File: src/include/olr_pkg.sv
// shared constants for the output and loop enable control block
package olr_pkg;

    // apb geometry
    localparam int unsigned ADDR_W    = 12;
    localparam int unsigned DATA_W    = 32;
    localparam int unsigned CTRL_W    = 12;
    localparam int unsigned NUM_PINS  = 3;

    // register offset (byte address, one aligned word)
    localparam logic [ADDR_W-1:0] OUTPUT_AND_LOOP_ENABLE_CONTROL_OFS = 12'h000;

    // field positions inside output_and_loop_enable_control
    localparam int unsigned FIRST_LOOP_OVERRIDE_BIT             = 0;
    localparam int unsigned FIRST_SYNTH_LOOP_BIT                = 1;
    localparam int unsigned SECOND_LOOP_QUALIFIER_BIT           = 2;
    localparam int unsigned SECOND_SYNTH_LOOP_BIT               = 3;
    localparam int unsigned FIRST_LOOP_REF_CHOICE_QUALIFIER_BIT = 4;
    localparam int unsigned FIRST_LOOP_REF_CHOICE_BIT           = 5;
    localparam int unsigned SECOND_LOOP_REF_CHOICE_QUALIFIER_BIT = 6;
    localparam int unsigned SECOND_LOOP_REF_CHOICE_BIT          = 7;
    localparam int unsigned FIRST_OUTPUT_OVERRIDE_BIT           = 8;
    localparam int unsigned FIRST_OUTPUT_DRIVER_ON_BIT          = 9;
    localparam int unsigned SECOND_OUTPUT_OVERRIDE_BIT          = 10;
    localparam int unsigned SECOND_OUTPUT_DRIVER_ON_BIT         = 11;

    // synchronised pin vector positions
    localparam int unsigned PIN_FIRST_OE  = 0;
    localparam int unsigned PIN_SECOND_OE = 1;
    localparam int unsigned PIN_LOOP1_UP  = 2;

    // reset values
    localparam logic [CTRL_W-1:0]   CTRL_RESET     = 12'h000;
    localparam logic [NUM_PINS-1:0] PIN_SYNC_RESET = 3'h0;
    localparam logic [DATA_W-1:0]   RDATA_RESET    = 32'h0000_0000;

endpackage : olr_pkg

File: src/include/olr_ctrl_if.sv
`timescale 1ns/100ps
`default_nettype none
// carries control bits, synchronised pins and decoded results between the modules
interface olr_ctrl_if;
    import olr_pkg::*;

    logic [CTRL_W-1:0]   ctrl;
    logic [NUM_PINS-1:0] pins_sync;
    logic                first_output_driver_on;
    logic                second_output_driver_on;
    logic                first_synth_loop_on;
    logic                second_synth_loop_on;
    logic                first_loop_ref2;
    logic                second_loop_ref2;
    logic                first_output_sel;
    logic                second_output_sel;
    logic                first_loop_sel;

    modport sync (output pins_sync);
    modport dec  (input ctrl, input pins_sync,
                  output first_output_driver_on, output second_output_driver_on,
                  output first_synth_loop_on, output second_synth_loop_on,
                  output first_loop_ref2, output second_loop_ref2,
                  output first_output_sel, output second_output_sel, output first_loop_sel);
    modport top  (output ctrl, input pins_sync,
                  input first_output_driver_on, input second_output_driver_on,
                  input first_synth_loop_on, input second_synth_loop_on,
                  input first_loop_ref2, input second_loop_ref2,
                  input first_output_sel, input second_output_sel, input first_loop_sel);
endinterface : olr_ctrl_if
`default_nettype wire

File: src/hdl/olr_pin_sync.sv
`timescale 1ns/100ps
`default_nettype none
// two-flop synchroniser for the enable and power-down pins
module olr_pin_sync (
    // clock and reset
    input  wire logic                         pclk,
    input  wire logic                         presetn,
    // raw pin levels, active high meaning on
    input  wire logic [olr_pkg::NUM_PINS-1:0] pins_raw,
    // synchronised levels
    olr_ctrl_if.sync                          cif
);
    import olr_pkg::*;

    typedef struct packed {
        logic [NUM_PINS-1:0] meta;
        logic [NUM_PINS-1:0] sync;
    } olr_sync_state_t;

    olr_sync_state_t s_r;
    olr_sync_state_t s_nxt;

    // first stage feeds only the second stage
    always_comb begin
        s_nxt      = s_r;
        s_nxt.meta = pins_raw;
        s_nxt.sync = s_r.meta;
    end

    always_ff @(posedge pclk or negedge presetn) begin
        if (!presetn) begin
            s_r <= '{meta: PIN_SYNC_RESET, sync: PIN_SYNC_RESET};
        end else begin
            s_r <= s_nxt;
        end
    end

    assign cif.pins_sync = s_r.sync;

endmodule : olr_pin_sync
`default_nettype wire

File: src/hdl/olr_ctrl_decode.sv
`timescale 1ns/100ps
`default_nettype none
// pure decode of control bits and pin levels into driver, loop and reference choices
module olr_ctrl_decode (
    // control in, decoded out
    olr_ctrl_if.dec cif
);
    import olr_pkg::*;

    // source selection: override bit picks register bit, else the pin
    always_comb begin
        cif.first_output_sel  = cif.ctrl[FIRST_OUTPUT_OVERRIDE_BIT]
                              ? cif.ctrl[FIRST_OUTPUT_DRIVER_ON_BIT]
                              : cif.pins_sync[PIN_FIRST_OE];
        cif.second_output_sel = cif.ctrl[SECOND_OUTPUT_OVERRIDE_BIT]
                              ? cif.ctrl[SECOND_OUTPUT_DRIVER_ON_BIT]
                              : cif.pins_sync[PIN_SECOND_OE];
        cif.first_loop_sel    = cif.ctrl[FIRST_LOOP_OVERRIDE_BIT]
                              ? cif.ctrl[FIRST_SYNTH_LOOP_BIT]
                              : cif.pins_sync[PIN_LOOP1_UP];
    end

    // loops and reference muxes
    always_comb begin
        cif.first_synth_loop_on  = cif.first_loop_sel;
        cif.second_synth_loop_on = cif.ctrl[SECOND_LOOP_QUALIFIER_BIT]
                                 & cif.ctrl[SECOND_SYNTH_LOOP_BIT];
        cif.first_loop_ref2      = cif.ctrl[FIRST_LOOP_REF_CHOICE_QUALIFIER_BIT]
                                 & cif.ctrl[FIRST_LOOP_REF_CHOICE_BIT];
        cif.second_loop_ref2     = cif.ctrl[SECOND_LOOP_REF_CHOICE_QUALIFIER_BIT]
                                 & cif.ctrl[SECOND_LOOP_REF_CHOICE_BIT];
    end

    // drivers are clocked by the second loop, so they only run with it up
    always_comb begin
        cif.first_output_driver_on  = cif.first_output_sel & cif.second_synth_loop_on;
        cif.second_output_driver_on = cif.second_output_sel & cif.second_synth_loop_on;
    end

endmodule : olr_ctrl_decode
`default_nettype wire

File: src/hdl/olr_top.sv
`timescale 1ns/100ps
`default_nettype none
// Contract
// - first-output override set: enable bit turns first driver on or off (code: driver on only while second loop is powered).
// - override clear: first enable bit is read-only, mirrors first output-enable pin.
// - first-output override resets to 0, pin controls first driver (code: driver on only while second loop is powered).
// - second-output override picks enable bit (1) or pin (0, reset).
// - pin in control: second enable bit reads back second pin level.
// - second-loop qualifier set: choice bit picks reference 2 or 1.
// - second-loop qualifier clear (reset): second loop uses reference 1.
// - first-loop qualifier set: choice bit picks reference 2 or 1.
// - first-loop qualifier clear (reset): first loop uses reference 1.
// - second-loop qualifier set: on/off bit powers second loop; bit resets 0.
// - second-loop qualifier clear (reset): second loop stays powered down.
// - first-loop override set: on/off bit enables or disables first loop.
// - override clear: power-down pin controls first loop, bit mirrors pin.
module olr_top (
    // apb clock and reset
    input  wire logic                       pclk,
    input  wire logic                       presetn,
    // apb slave
    input  wire logic                       psel,
    input  wire logic                       penable,
    input  wire logic                       pwrite,
    input  wire logic [olr_pkg::ADDR_W-1:0] paddr,
    input  wire logic [olr_pkg::DATA_W-1:0] pwdata,
    input  wire logic [3:0]                 pstrb,
    output var  logic [olr_pkg::DATA_W-1:0] prdata,
    output var  logic                       pready,
    output var  logic                       pslverr,
    // external control pins
    input  wire logic                       first_output_enable_pin,
    input  wire logic                       second_output_enable_pin,
    input  wire logic                       first_loop_powerdown_pin_n,
    // controls toward drivers, loops and reference muxes
    output var  logic                       first_output_driver_on,
    output var  logic                       second_output_driver_on,
    output var  logic                       first_synth_loop_on,
    output var  logic                       second_synth_loop_on,
    output var  logic                       first_loop_ref2_sel,
    output var  logic                       second_loop_ref2_sel
);
    import olr_pkg::*;

    typedef struct packed {
        logic [CTRL_W-1:0] ctrl;
        logic [DATA_W-1:0] rdata;
        logic              ready;
        logic              slverr;
        logic              out1_on;
        logic              out2_on;
        logic              loop1_on;
        logic              loop2_on;
        logic              ref1_two;
        logic              ref2_two;
    } olr_top_state_t;

    olr_top_state_t s_r;
    olr_top_state_t s_nxt;

    olr_ctrl_if cif ();

    // pin levels; the power-down pin is active low, so high means loop up
    logic [NUM_PINS-1:0] pins_raw;

    assign pins_raw[PIN_FIRST_OE]  = first_output_enable_pin;
    assign pins_raw[PIN_SECOND_OE] = second_output_enable_pin;
    assign pins_raw[PIN_LOOP1_UP]  = first_loop_powerdown_pin_n;

    // metastability guard before any use of the pins
    olr_pin_sync u_sync (
        .pclk     (pclk),
        .presetn  (presetn),
        .pins_raw (pins_raw),
        .cif      (cif.sync)
    );

    olr_ctrl_decode u_dec (
        .cif (cif.dec)
    );

    assign cif.ctrl = s_r.ctrl;

    // bus decode helpers
    logic setup_ph;
    logic access_ph;
    logic hit;
    logic lane0;
    logic lane1;

    assign setup_ph  = psel & ~penable;
    assign access_ph = psel & penable & s_r.ready;
    assign hit       = (paddr == OUTPUT_AND_LOOP_ENABLE_CONTROL_OFS);
    assign lane0     = pstrb[0];
    assign lane1     = pstrb[1];

    // readback view: read-only bits show the synchronised pin while pins rule
    logic [DATA_W-1:0] view;

    always_comb begin
        view = '0;
        view[CTRL_W-1:0] = s_r.ctrl;
        view[FIRST_OUTPUT_DRIVER_ON_BIT]  = cif.first_output_sel;
        view[SECOND_OUTPUT_DRIVER_ON_BIT] = cif.second_output_sel;
        view[FIRST_SYNTH_LOOP_BIT]        = cif.first_loop_sel;
    end

    // write merge: new override value decides whether the paired bit is writable
    logic [CTRL_W-1:0] wr_ctrl;

    always_comb begin
        wr_ctrl = s_r.ctrl;
        if (lane0) begin
            wr_ctrl[7:0] = pwdata[7:0];
        end
        if (lane1) begin
            wr_ctrl[CTRL_W-1:8] = pwdata[CTRL_W-1:8];
        end
        // a read-only bit keeps its stored value; the pin is shown instead
        if (!wr_ctrl[FIRST_OUTPUT_OVERRIDE_BIT]) begin
            wr_ctrl[FIRST_OUTPUT_DRIVER_ON_BIT] = s_r.ctrl[FIRST_OUTPUT_DRIVER_ON_BIT];
        end
        if (!wr_ctrl[SECOND_OUTPUT_OVERRIDE_BIT]) begin
            wr_ctrl[SECOND_OUTPUT_DRIVER_ON_BIT] = s_r.ctrl[SECOND_OUTPUT_DRIVER_ON_BIT];
        end
        if (!wr_ctrl[FIRST_LOOP_OVERRIDE_BIT]) begin
            wr_ctrl[FIRST_SYNTH_LOOP_BIT] = s_r.ctrl[FIRST_SYNTH_LOOP_BIT];
        end
    end

    // next state: answer in the first cycle of the access phase, outputs registered
    always_comb begin
        s_nxt        = s_r;
        s_nxt.ready  = 1'b0;
        s_nxt.slverr = 1'b0;
        if (setup_ph) begin
            // answer prepared in setup so pready, prdata leave flops
            s_nxt.ready  = 1'b1;
            s_nxt.slverr = ~hit;
            s_nxt.rdata  = (!pwrite && hit) ? view : RDATA_RESET;
        end
        if (access_ph && pwrite && hit) begin
            s_nxt.ctrl = wr_ctrl;
        end
        if (access_ph) begin
            s_nxt.rdata = RDATA_RESET;
        end
        s_nxt.out1_on  = cif.first_output_driver_on;
        s_nxt.out2_on  = cif.second_output_driver_on;
        s_nxt.loop1_on = cif.first_synth_loop_on;
        s_nxt.loop2_on = cif.second_synth_loop_on;
        s_nxt.ref1_two = cif.first_loop_ref2;
        s_nxt.ref2_two = cif.second_loop_ref2;
    end

    // all overrides and qualifiers clear at reset, so the pins rule
    always_ff @(posedge pclk or negedge presetn) begin
        if (!presetn) begin
            s_r <= '{ctrl: CTRL_RESET, rdata: RDATA_RESET, default: 1'b0};
        end else begin
            s_r <= s_nxt;
        end
    end

    // outputs straight from flops
    assign prdata                  = s_r.rdata;
    assign pready                  = s_r.ready;
    assign pslverr                 = s_r.slverr;
    assign first_output_driver_on  = s_r.out1_on;
    assign second_output_driver_on = s_r.out2_on;
    assign first_synth_loop_on     = s_r.loop1_on;
    assign second_synth_loop_on    = s_r.loop2_on;
    assign first_loop_ref2_sel     = s_r.ref1_two;
    assign second_loop_ref2_sel    = s_r.ref2_two;

endmodule : olr_top
`default_nettype wire

File: config.mk
export PLATFORM = sky130hd
export DESIGN_NAME = olr_top
export DESIGN_NICKNAME = d
export VERILOG_FILES = /design/src/include/olr_pkg.sv /design/src/include/olr_ctrl_if.sv /design/src/hdl/olr_pin_sync.sv /design/src/hdl/olr_ctrl_decode.sv /design/src/hdl/olr_top.sv
export SDC_FILE = /design/constraint.sdc
export NUM_CORES = 1
export LEC_CHECK = 0
export BUFFER_PORTS_ARGS = -buffer_cell sky130_fd_sc_hd__buf_2
export CAP_MARGIN = 20
export CELL_PAD_IN_SITES_DETAIL_PLACEMENT = 0
export CELL_PAD_IN_SITES_GLOBAL_PLACEMENT = 2
export CORE_MARGIN = 3
export CORE_UTILIZATION = 25
export CTS_CLUSTER_DIAMETER = 100
export DETAILED_ROUTE_END_ITERATION = 16
export MAX_ROUTING_LAYER = met4
export PLACE_DENSITY = 0.85
export SYNTH_ARGS = -nofsm -noshare
export SYNTH_HDL_FRONTEND = slang
export SYNTH_SLANG_ARGS = --single-unit
File: constraint.sdc
create_clock -name pclk -period 1.8 [get_ports pclk]
set_input_delay 0.36 -clock pclk [delete_from_list [all_inputs] [get_ports pclk]]
set_output_delay 0.36 -clock pclk [all_outputs]
set_load 0.05 [all_outputs]
---- Yosys cells after proc, flatten, opt, wreduce, memory -nomap -nowiden ----
Index checks and enable logic that the tools add are counted.
storage, ports and cells
  flip-flop bits (word level) ............. 58
  output and inout port bits .............. 40
  word-level logic and storage cells ...... 44
operators by class
  mux-type cells .......................... 8
  bitwise operators ....................... 10
  reduce and logical (&&, ||, !) cells .... 10
operators by type and width
  operator             count
  34-bit two-way mux   1
  32-bit two-way mux   1
  12-bit zero test     1
  12-bit two-way mux   1
  3-bit AND reduction  3
  1-bit bitwise AND    8
  1-bit two-way mux    4
  1-bit logical AND    3
  3-bit two-way mux    1
  1-bit NOT            2
  2-bit AND reduction  1
  2-bit nonzero test   1
  1-bit zero test      1

---- Logic depth before layout (Yosys ltp) ----
Gate-level depths: netlist of the first run.
  word-level depth ........................ 5
  gate-level depth with buffers ........... 5

---- Modules after synthesis ----
Synthesis of the first run repeated with hierarchy kept, for this count alone.
unflattened totals
  cell total of the unflattened synthesis .. 114
  area, all modules ....................... 1564.0 sq um
modules (own cells, without submodules)
  module           instances  cells each  area each (sq um)
  olr_top          1          98          1317.5
  olr_pin_sync     1          6           150.1
  olr_ctrl_decode  1          10          96.3

---- Worst setup path before layout of the first run ----
OpenSTA, ideal clock, no wires.
  path kind ............................... input -> register
  start ................................... input port paddr[6] (netlist bit)
  end ..................................... register s_r (netlist bit cif.ctrl[11])
  arrival time ............................ 1.742 ns
  required time ........................... 1.673 ns
  path slack .............................. -0.069 ns
  stages on the path ...................... 4
  path buffers ............................ 0
  cells stage by stage .................... or4_4 nor4_4 nand3_1 mux2_1
between the ends
  word-level cells in the longest chain between the ends .. 3
ends and longest elaborated chain
  element                        line            source
  start, declared                olr_top.sv:25   input wire logic [olr_pkg::ADDR_W-1:0] paddr,
  12-bit zero test               olr_top.sv:93   assign hit = (paddr == OUTPUT_AND_LOOP_ENABLE_CONTROL_OFS);
  1-bit logical AND              olr_top.sv:142  if (access_ph && pwrite && hit) begin
  3-bit AND reduction (no line)  --
  end signal, assigned           olr_top.sv:161  s_r <= s_nxt;
  end, declared                  olr_top.sv:58   olr_top_state_t s_r;
No other way between the ends.
A chain may end at the register's enable or synchronous reset.

---- Worst setup path after layout of the first run ----
  start ................................... input port paddr[5] (netlist bit)
  end ..................................... register s_r (netlist bit cif.ctrl[9])
The elaborated chain is that of the path after synthesis.

==> results of run 1 <==
## cell usage after synthesis
library cell,n,share of area [%]
sky130_fd_sc_hd__nor4_4,2,2.7
sky130_fd_sc_hd__buf_4,21,10
sky130_fd_sc_hd__clkbuf_1,1,0.24
sky130_fd_sc_hd__mux2i_1,2,1.3
sky130_fd_sc_hd__nand3_1,3,0.97
sky130_fd_sc_hd__conb_1,1,0.24
sky130_fd_sc_hd__or2_2,1,0.40
sky130_fd_sc_hd__and2_1,2,0.81
sky130_fd_sc_hd__dfrtp_1,38,61
sky130_fd_sc_hd__nand2_2,1,0.40
sky130_fd_sc_hd__mux2_2,7,5.1
sky130_fd_sc_hd__mux2_1,3,2.2
sky130_fd_sc_hd__or4_4,1,0.73
sky130_fd_sc_hd__o21ai_0,1,0.32
sky130_fd_sc_hd__a21bo_2,3,1.9
sky130_fd_sc_hd__nand4_1,1,0.40
sky130_fd_sc_hd__or4_1,2,0.97
sky130_fd_sc_hd__nor2_1,4,0.97
sky130_fd_sc_hd__nand2_1,3,0.73
sky130_fd_sc_hd__inv_1,5,1.2
sky130_fd_sc_hd__a22o_1,12,6.8
## report_power, final
part | internal, uW | switching, uW | total (uW)
Sequential | 864 | 2.69 | 866
Combinational | 39.1 | 147 | 186
Clock | 309 | 282 | 590
## path summary, 6_finish.rpt
path	cells past startpoint	startpoint	slack [ps]	endpoint
setup / recovery	6	paddr[5]	100	cif.ctrl[9]$_DFFE_PN0P_
hold / removal	1	presetn	-0.6	cif.ctrl[9]$_DFFE_PN0P_
setup reg to reg	5	pready$_DFF_PN0_	260	cif.ctrl[9]$_DFFE_PN0P_
hold reg to reg	0	u_sync.s_nxt[1]$_DFF_PN0_	350	u_sync.cif.pins_sync[1]$_DFF_PN0_
max in group asynchronous	2	presetn	1350	cif.ctrl[5]$_DFFE_PN0P_
min in group pclk	1	first_output_enable_pin	180	u_sync.s_nxt[0]$_DFF_PN0_
## cell families after synthesis
logic type      after synthesis
compound gates               16
buf+inv                      27
mux                          12
flops                        38
simple gates                 20
other cells                   1
## cells in the final DEF (no fill, tap or decap), drive strengths merged, types with 2 or more instances in the layout
cell and instances:
nor2 4, mux2 10, buf 57, clkbuf 7, nor4 2, nand3 3
or4 3, a21bo 3, mux2i 2, conb 20, inv 5, dfrtp 38
a22o 12, and2 2, nand2 4
## flip-flops by register name (all words and copies together) (netlist names)
name                     count
cif.ctrl                    12
prdata                      12
u_sync.cif.pins_sync         3
u_sync.s_nxt                 3
first_loop_ref2_sel          1
first_output_driver_on       1
first_synth_loop_on          1
pready                       1
pslverr                      1
second_loop_ref2_sel         1
second_output_driver_on      1
second_synth_loop_on         1
## area by class of cell
| type | instances | area (um2) |
|---|---|---|
| clock buffer | 7 | 86.33 |
| clock inverter | 1 | 5.005 |
| fill | 612 | 3984 |
| inverter | 5 | 18.77 |
| multi-input combinational | 68 | 496.7 |
| sequential | 38 | 950.9 |
| tap | 75 | 93.84 |
| timing repair buffer | 57 | 320.3 |
## routing by layer
| metal | GRT usage (%) | up-vias | routed length (um) |
|---|---|---|---|
| li1 | - | 478 | - |
| met1 | 9.982 | 496 | 1178 |
| met2 | 14.52 | 39 | 1570 |
| met3 | 4.809 | 2 | 275 |
| met4 | 3.885 | 0 | 27 |
| met5 | - | - | 0 |
## per-stage QoR
stage / utilization (%) / hold slack, ps / power, uW / cells
floorplan: - / 64.41 / 1037 / 133
CTS: 33.11 / 14.74 / 1659 / 251
global placement: 31.58 / 324.0 / 1070 / 243
finish: 33.11 / -0.6305 / 1643 / 251
detailed placement: 31.58 / 329.5 / 1072 / 243
global route: 33.11 / 20.87 / 1718 / 251
## worst max-delay path: stages
cell                      delay, ps
sky130_fd_sc_hd__buf_2           90
sky130_fd_sc_hd__or4_4          540
sky130_fd_sc_hd__nor4_4         250
sky130_fd_sc_hd__buf_4          180
sky130_fd_sc_hd__nand3_1        120
sky130_fd_sc_hd__mux2_1         330
==> results.json, run 1 <==
{
  "n_antenna_cell": 0,
  "gpl.final_weighted_congestion": 0.6542,
  "cts_root_buffer": "sky130_fd_sc_hd__clkbuf_8",
  "clock_latency_ps": 280,
  "slew_violations": 0,
  "tritoncts": "done",
  "synth_compound_gate_area_share_pct": 9.047,
  "crit_share_post_route_pct": 94.59,
  "buffer_ports.inserted": 53,
  "dp_hpwl_um": 2403,
  "drc_errors": 0,
  "io_pins": 96,
  "vias_post_dr": 1015,
  "drv_cap": 0,
  "crit_arrival_ps": 1870,
  "finish.net_count": 231,
  "count_of_distinct_cell_types_in_the_synthesized_netlist": 21,
  "num_rows": 28,
  "gr-usage-all-layers_pct": 9.321,
  "grt_max_degree": 22,
  "finalSetupViolCount": 0,
  "die_area_um2": 7177,
  "worst_slew_pin_slew_ps": 948.5,
  "drt_pass1_iterations": 3,
  "crit_path_start_kind": "input port",
  "area_growth_syn_to_layout_pct": 27.30,
  "via_count_of_the_first_global_routing_pass": 1013,
  "drt-wirelength-per-cell_um": 12.16,
  "unrepaired_setup_endpoints_after_global_routing": "false",
  "synth_area_per_cell_um2": 13.59,
  "die_w_um": 84.72,
  "timing.setup.critical_path_class": "input port to register",
  "die_h_um": 84.72,
  "largest_family_of_logic_cells_by_synthesized_area": "buffers and inverters",
  "yosysSeqAreaShare_pct": 61.39,
  "post-route-worst-setup-slack_ps": 97.46,
  "clk_transition_reported_paths_ps": 70,
  "critPathMaxFanout": 5,
  "drtAntennaViolNets": 0,
  "initialDrtViolationCount": 25,
  "synth.ff_latch_count": 38,
  "run_status": "finished with violations",
  "cts.repair.resized": 0,
  "worst-endpoint-required_ps": 1970,
  "final_layout_size_suffix_gt1_share_pct": 46.02,
  "clock_skews_ps": 7.262,
  "timing.slew.headroom_pct": 36.34,
  "design.core.area_um2": 5956,
  "synthAdderAreaFrac_pct": 0,
  "finalInstanceArea_um2": 1972,
  "timing.hold.worst.class": "input port to async pin",
  "cts_inserted_buffers": 5,
  "timing.setup.tns_ps": 0,
  "peakVddDrop_mv": 0.3971,
  "power_leakage_uw": 0.001093,
  "synth-simple-area-share_pct": 9.128,
  "failed_checks": "negative hold slack",
  "worst_hold_slack_ps": -0.6305,
  "starting_density_pct": 26.01,
  "placed_cell_area_um2": 1881,
  "setup.worst_path.end_class": "register",
  "cts.repair_timing.setup_buffer_count": 0,
  "clock_tree.htree_level_count": 2,
  "holdBufCountCts": 0,
  "cts_buffer_depth": 2,
  "pre_cts_ws_ps": -207.6,
  "netlist_instances": 114,
  "fmax_ghz": 0.5874,
  "final_period_minus_worst_setup_slack_ps": 1703,
  "post_synth_mux_area_share_pct": 8.562,
  "via_per_inst": 4.044,
  "clkSinkCount": 38,
  "grt_pass1_wl_um": 4836,
  "post_synth_instance_area_um2": 1549,
  "synth_warnings": 0,
  "wl_um": 3051,
  "cellPowerDensity_nw_per_um2": 833.0,
  "synthXorXnorAreaFrac_pct": 0,
  "global_route.overflow_total": 0,
  "antenna_violations_before_repair": 0,
  "hold_viol": 4
}
Power figures use the tool's default switching activity.
==> run 2, diff against run 1 <==
Settings changed: BUFFER_PORTS_ARGS -buffer_cell sky130_fd_sc_hd__buf_2 to default, CORE_UTILIZATION 25 to 36, DONT_BUFFER_PORTS from default to 1, PLACE_DENSITY 0.85 to 0.82.
==> results.json, run 2 (synthesized netlist as in run 1, its figures left out) <==
{
  "finalInstanceArea_um2": 1729,
  "run_status": "completed",
  "die_area_um2": 5126,
  "starting_density_pct": 37.91,
  "vias_post_dr": 855,
  "drt_pass1_iterations": 4,
  "total_switching_power_uw": 405.1,
  "slew_violations": 0,
  "antenna_violations_before_repair": 0,
  "design.core.area_um2": 4086,
  "multi_input_comb_area_um2": 496.7,
  "finalSetupViolCount": 0,
  "crit_path_cell_trace": "or4_4, nor4_4, buf_4, nand3_1, mux2_1",
  "cts_inserted_buffers": 5,
  "critPathMaxStageDelay_ps": 530,
  "worstHoldStart": "first_output_enable_pin",
  "unrepaired_setup_endpoints_after_global_routing": "false",
  "cts.repair.resized": 0,
  "placed_cell_area_um2": 1587,
  "final_core_util_pct": 42.31,
  "clock_latency_ps": 280,
  "buffer_ports.inserted": 0,
  "crit_arrival_ps": 1770,
  "initialDrtViolationCount": 25,
  "crit_path_start_kind": "input port",
  "proportion_of_power_drawn_by_combinational_gates_pct": 8.3,
  "final_cell_mix": "38 x sky130_fd_sc_hd__dfrtp_1, 20 x sky130_fd_sc_hd__conb_1, 12 x sky130_fd_sc_hd__a22o_1, 7 x sky130_fd_sc_hd__mux2_2, 6 x sky130_fd_sc_hd__clkbuf_8",
  "timing.setup.critical_path_class": "input port to register",
  "crit_share_post_route_pct": 89.07,
  "clk_transition_reported_paths_ps": 70,
  "via_per_inst": 4.858,
  "clock_skews_ps": 8.377,
  "cts_buffer_depth": 2,
  "seq_area_um2": 950.9,
  "drt-wirelength-per-cell_um": 16.24,
  "tritoncts": "done",
  "via_count_of_the_first_global_routing_pass": 936,
  "clock_tree.htree_level_count": 2,
  "num_rows": 23,
  "drtAntennaViolNets": 0,
  "gr-usage-all-layers_pct": 11.63,
  "hold_path_depth": 0,
  "setup.worst_path.end_class": "register",
  "cts_root_buffer": "sky130_fd_sc_hd__clkbuf_8",
  "final_period_minus_worst_setup_slack_ps": 1603,
  "cellPowerDensity_nw_per_um2": 999.9,
  "wl_um": 2859,
  "timing.slew.headroom_pct": 65.66,
  "final_layout_size_suffix_gt1_share_pct": 24.60,
  "rrSetupSlack_ps": 270,
  "gpl.final_weighted_congestion": 0.7625,
  "cp_slowest_cell": "sky130_fd_sc_hd__or4_4",
  "dp_hpwl_um": 2180,
  "power_switching_share_pct": 23.43,
  "grt_max_degree": 39,
  "power_leakage_uw": 0.0008825,
  "r2r-start": "pready$_DFF_PN0_",
  "grt_pass1_wl_um": 4333,
  "reg2reg_to": "cif.ctrl[9]$_DFFE_PN0P_",
  "seq_power_share_pct": 50.6,
  "critPathMaxFanout": 3,
  "peakVddDrop_mv": 0.4624,
  "holdBufCountCts": 2,
  "layout.filler_cells": 387,
  "power.share.clock_pct": 41.0,
  "global_route.overflow_total": 0,
  "die_w_um": 71.60,
  "drc_errors": 0,
  "area_growth_syn_to_layout_pct": 11.63,
  "timing.hold.worst.class": "input port to register",
  "hold_viol": 0,
  "fmax_ghz": 0.6237,
  "r2r_cells": 5,
  "clkSinkCount": 38,
  "hold_path_end": "u_sync.s_nxt[0]$_DFF_PN0_",
  "worst_slew_pin_slew_ps": 515.1,
  "n_antenna_cell": 0,
  "p_int_uw": 1324,
  "cts.repair_timing.setup_buffer_count": 0,
  "mostFrequentLayoutCell": "sky130_fd_sc_hd__dfrtp_1",
  "worst-endpoint-required_ps": 1960,
  "finish.net_count": 182,
  "die_h_um": 71.60,
  "drv_cap": 0,
  "io_pins": 96
}
## run 2: cell types whose count changed in the layout (fill, tap and decap cells not counted)
cell,previous run,this run
sky130_fd_sc_hd__buf_2,53,0
sky130_fd_sc_hd__bufinv_16,0,1
sky130_fd_sc_hd__buf_4,2,5
sky130_fd_sc_hd__dlygate4sd3_1,0,1
sky130_fd_sc_hd__clkinv_2,1,0
sky130_fd_sc_hd__clkbuf_1,1,0
## run 2: worst max path at each step
stage                                 from                 endpoint  slack, ps
after CTS                         paddr[5]  cif.ctrl[6]$_DFFE_PN0P_        200
after floorplan                   paddr[5]  cif.ctrl[2]$_DFFE_PN0P_        -10
after detailed placement          paddr[5]  cif.ctrl[6]$_DFFE_PN0P_       -110
after global placement            paddr[5]  cif.ctrl[9]$_DFFE_PN0P_       -100
after global routing      pready$_DFF_PN0_  cif.ctrl[9]$_DFFE_PN0P_        160
final                             paddr[5]  cif.ctrl[9]$_DFFE_PN0P_        200
## run 2: power by group through the flow
stage	Combinational [uW]	Clock, uW	Sequential [uW]
detailed placement	121	0	892
global route	153	771	876
floorplan	141	0	895
global placement	120	0	892
CTS	145	736	875
finish	144	709	875
## run 2: critical path, delay by kind of cell
family | cells | cell delay, ps
and+or+nand+nor | 3 | 920
buffers and inverters | 1 | 160
muxes | 1 | 320
## run 2: cell type report
cell class | instances | area share (%)
Clock inverter | 1 | 1.737
Clock buffer | 6 | 4.776
Timing Repair Buffer | 8 | 5.065
Multi-Input combinational cell | 68 | 28.73
Tap cell | 50 | 3.618
Inverter | 5 | 1.085
Sequential cell | 38 | 54.99
## run 2: routing by layer
metal | routed length (um) | GRT usage, % | vias to the layer above
met2 | 1400 | 18.16 | 63
met5 | 0 | - | -
li1 | - | - | 376
met1 | 1093 | 13.15 | 414
met4 | 13 | 4.384 | 0
met3 | 352 | 5.189 | 2
## run 2: metrics by stage
stage	setup slack (ps)	TNS [ps]	power (uW)	hold WS, ps	cells
after CTS	196.7	0	1756	92.28	176
after floorplan	-14.20	-126.6	1037	64.41	133
after global routing	157.7	0	1800	83.13	176
after detailed placement	-108.1	-1486	1013	65.22	167
after global placement	-101.0	-1005	1012	65.25	167
final	196.7	0	1729	108.3	176
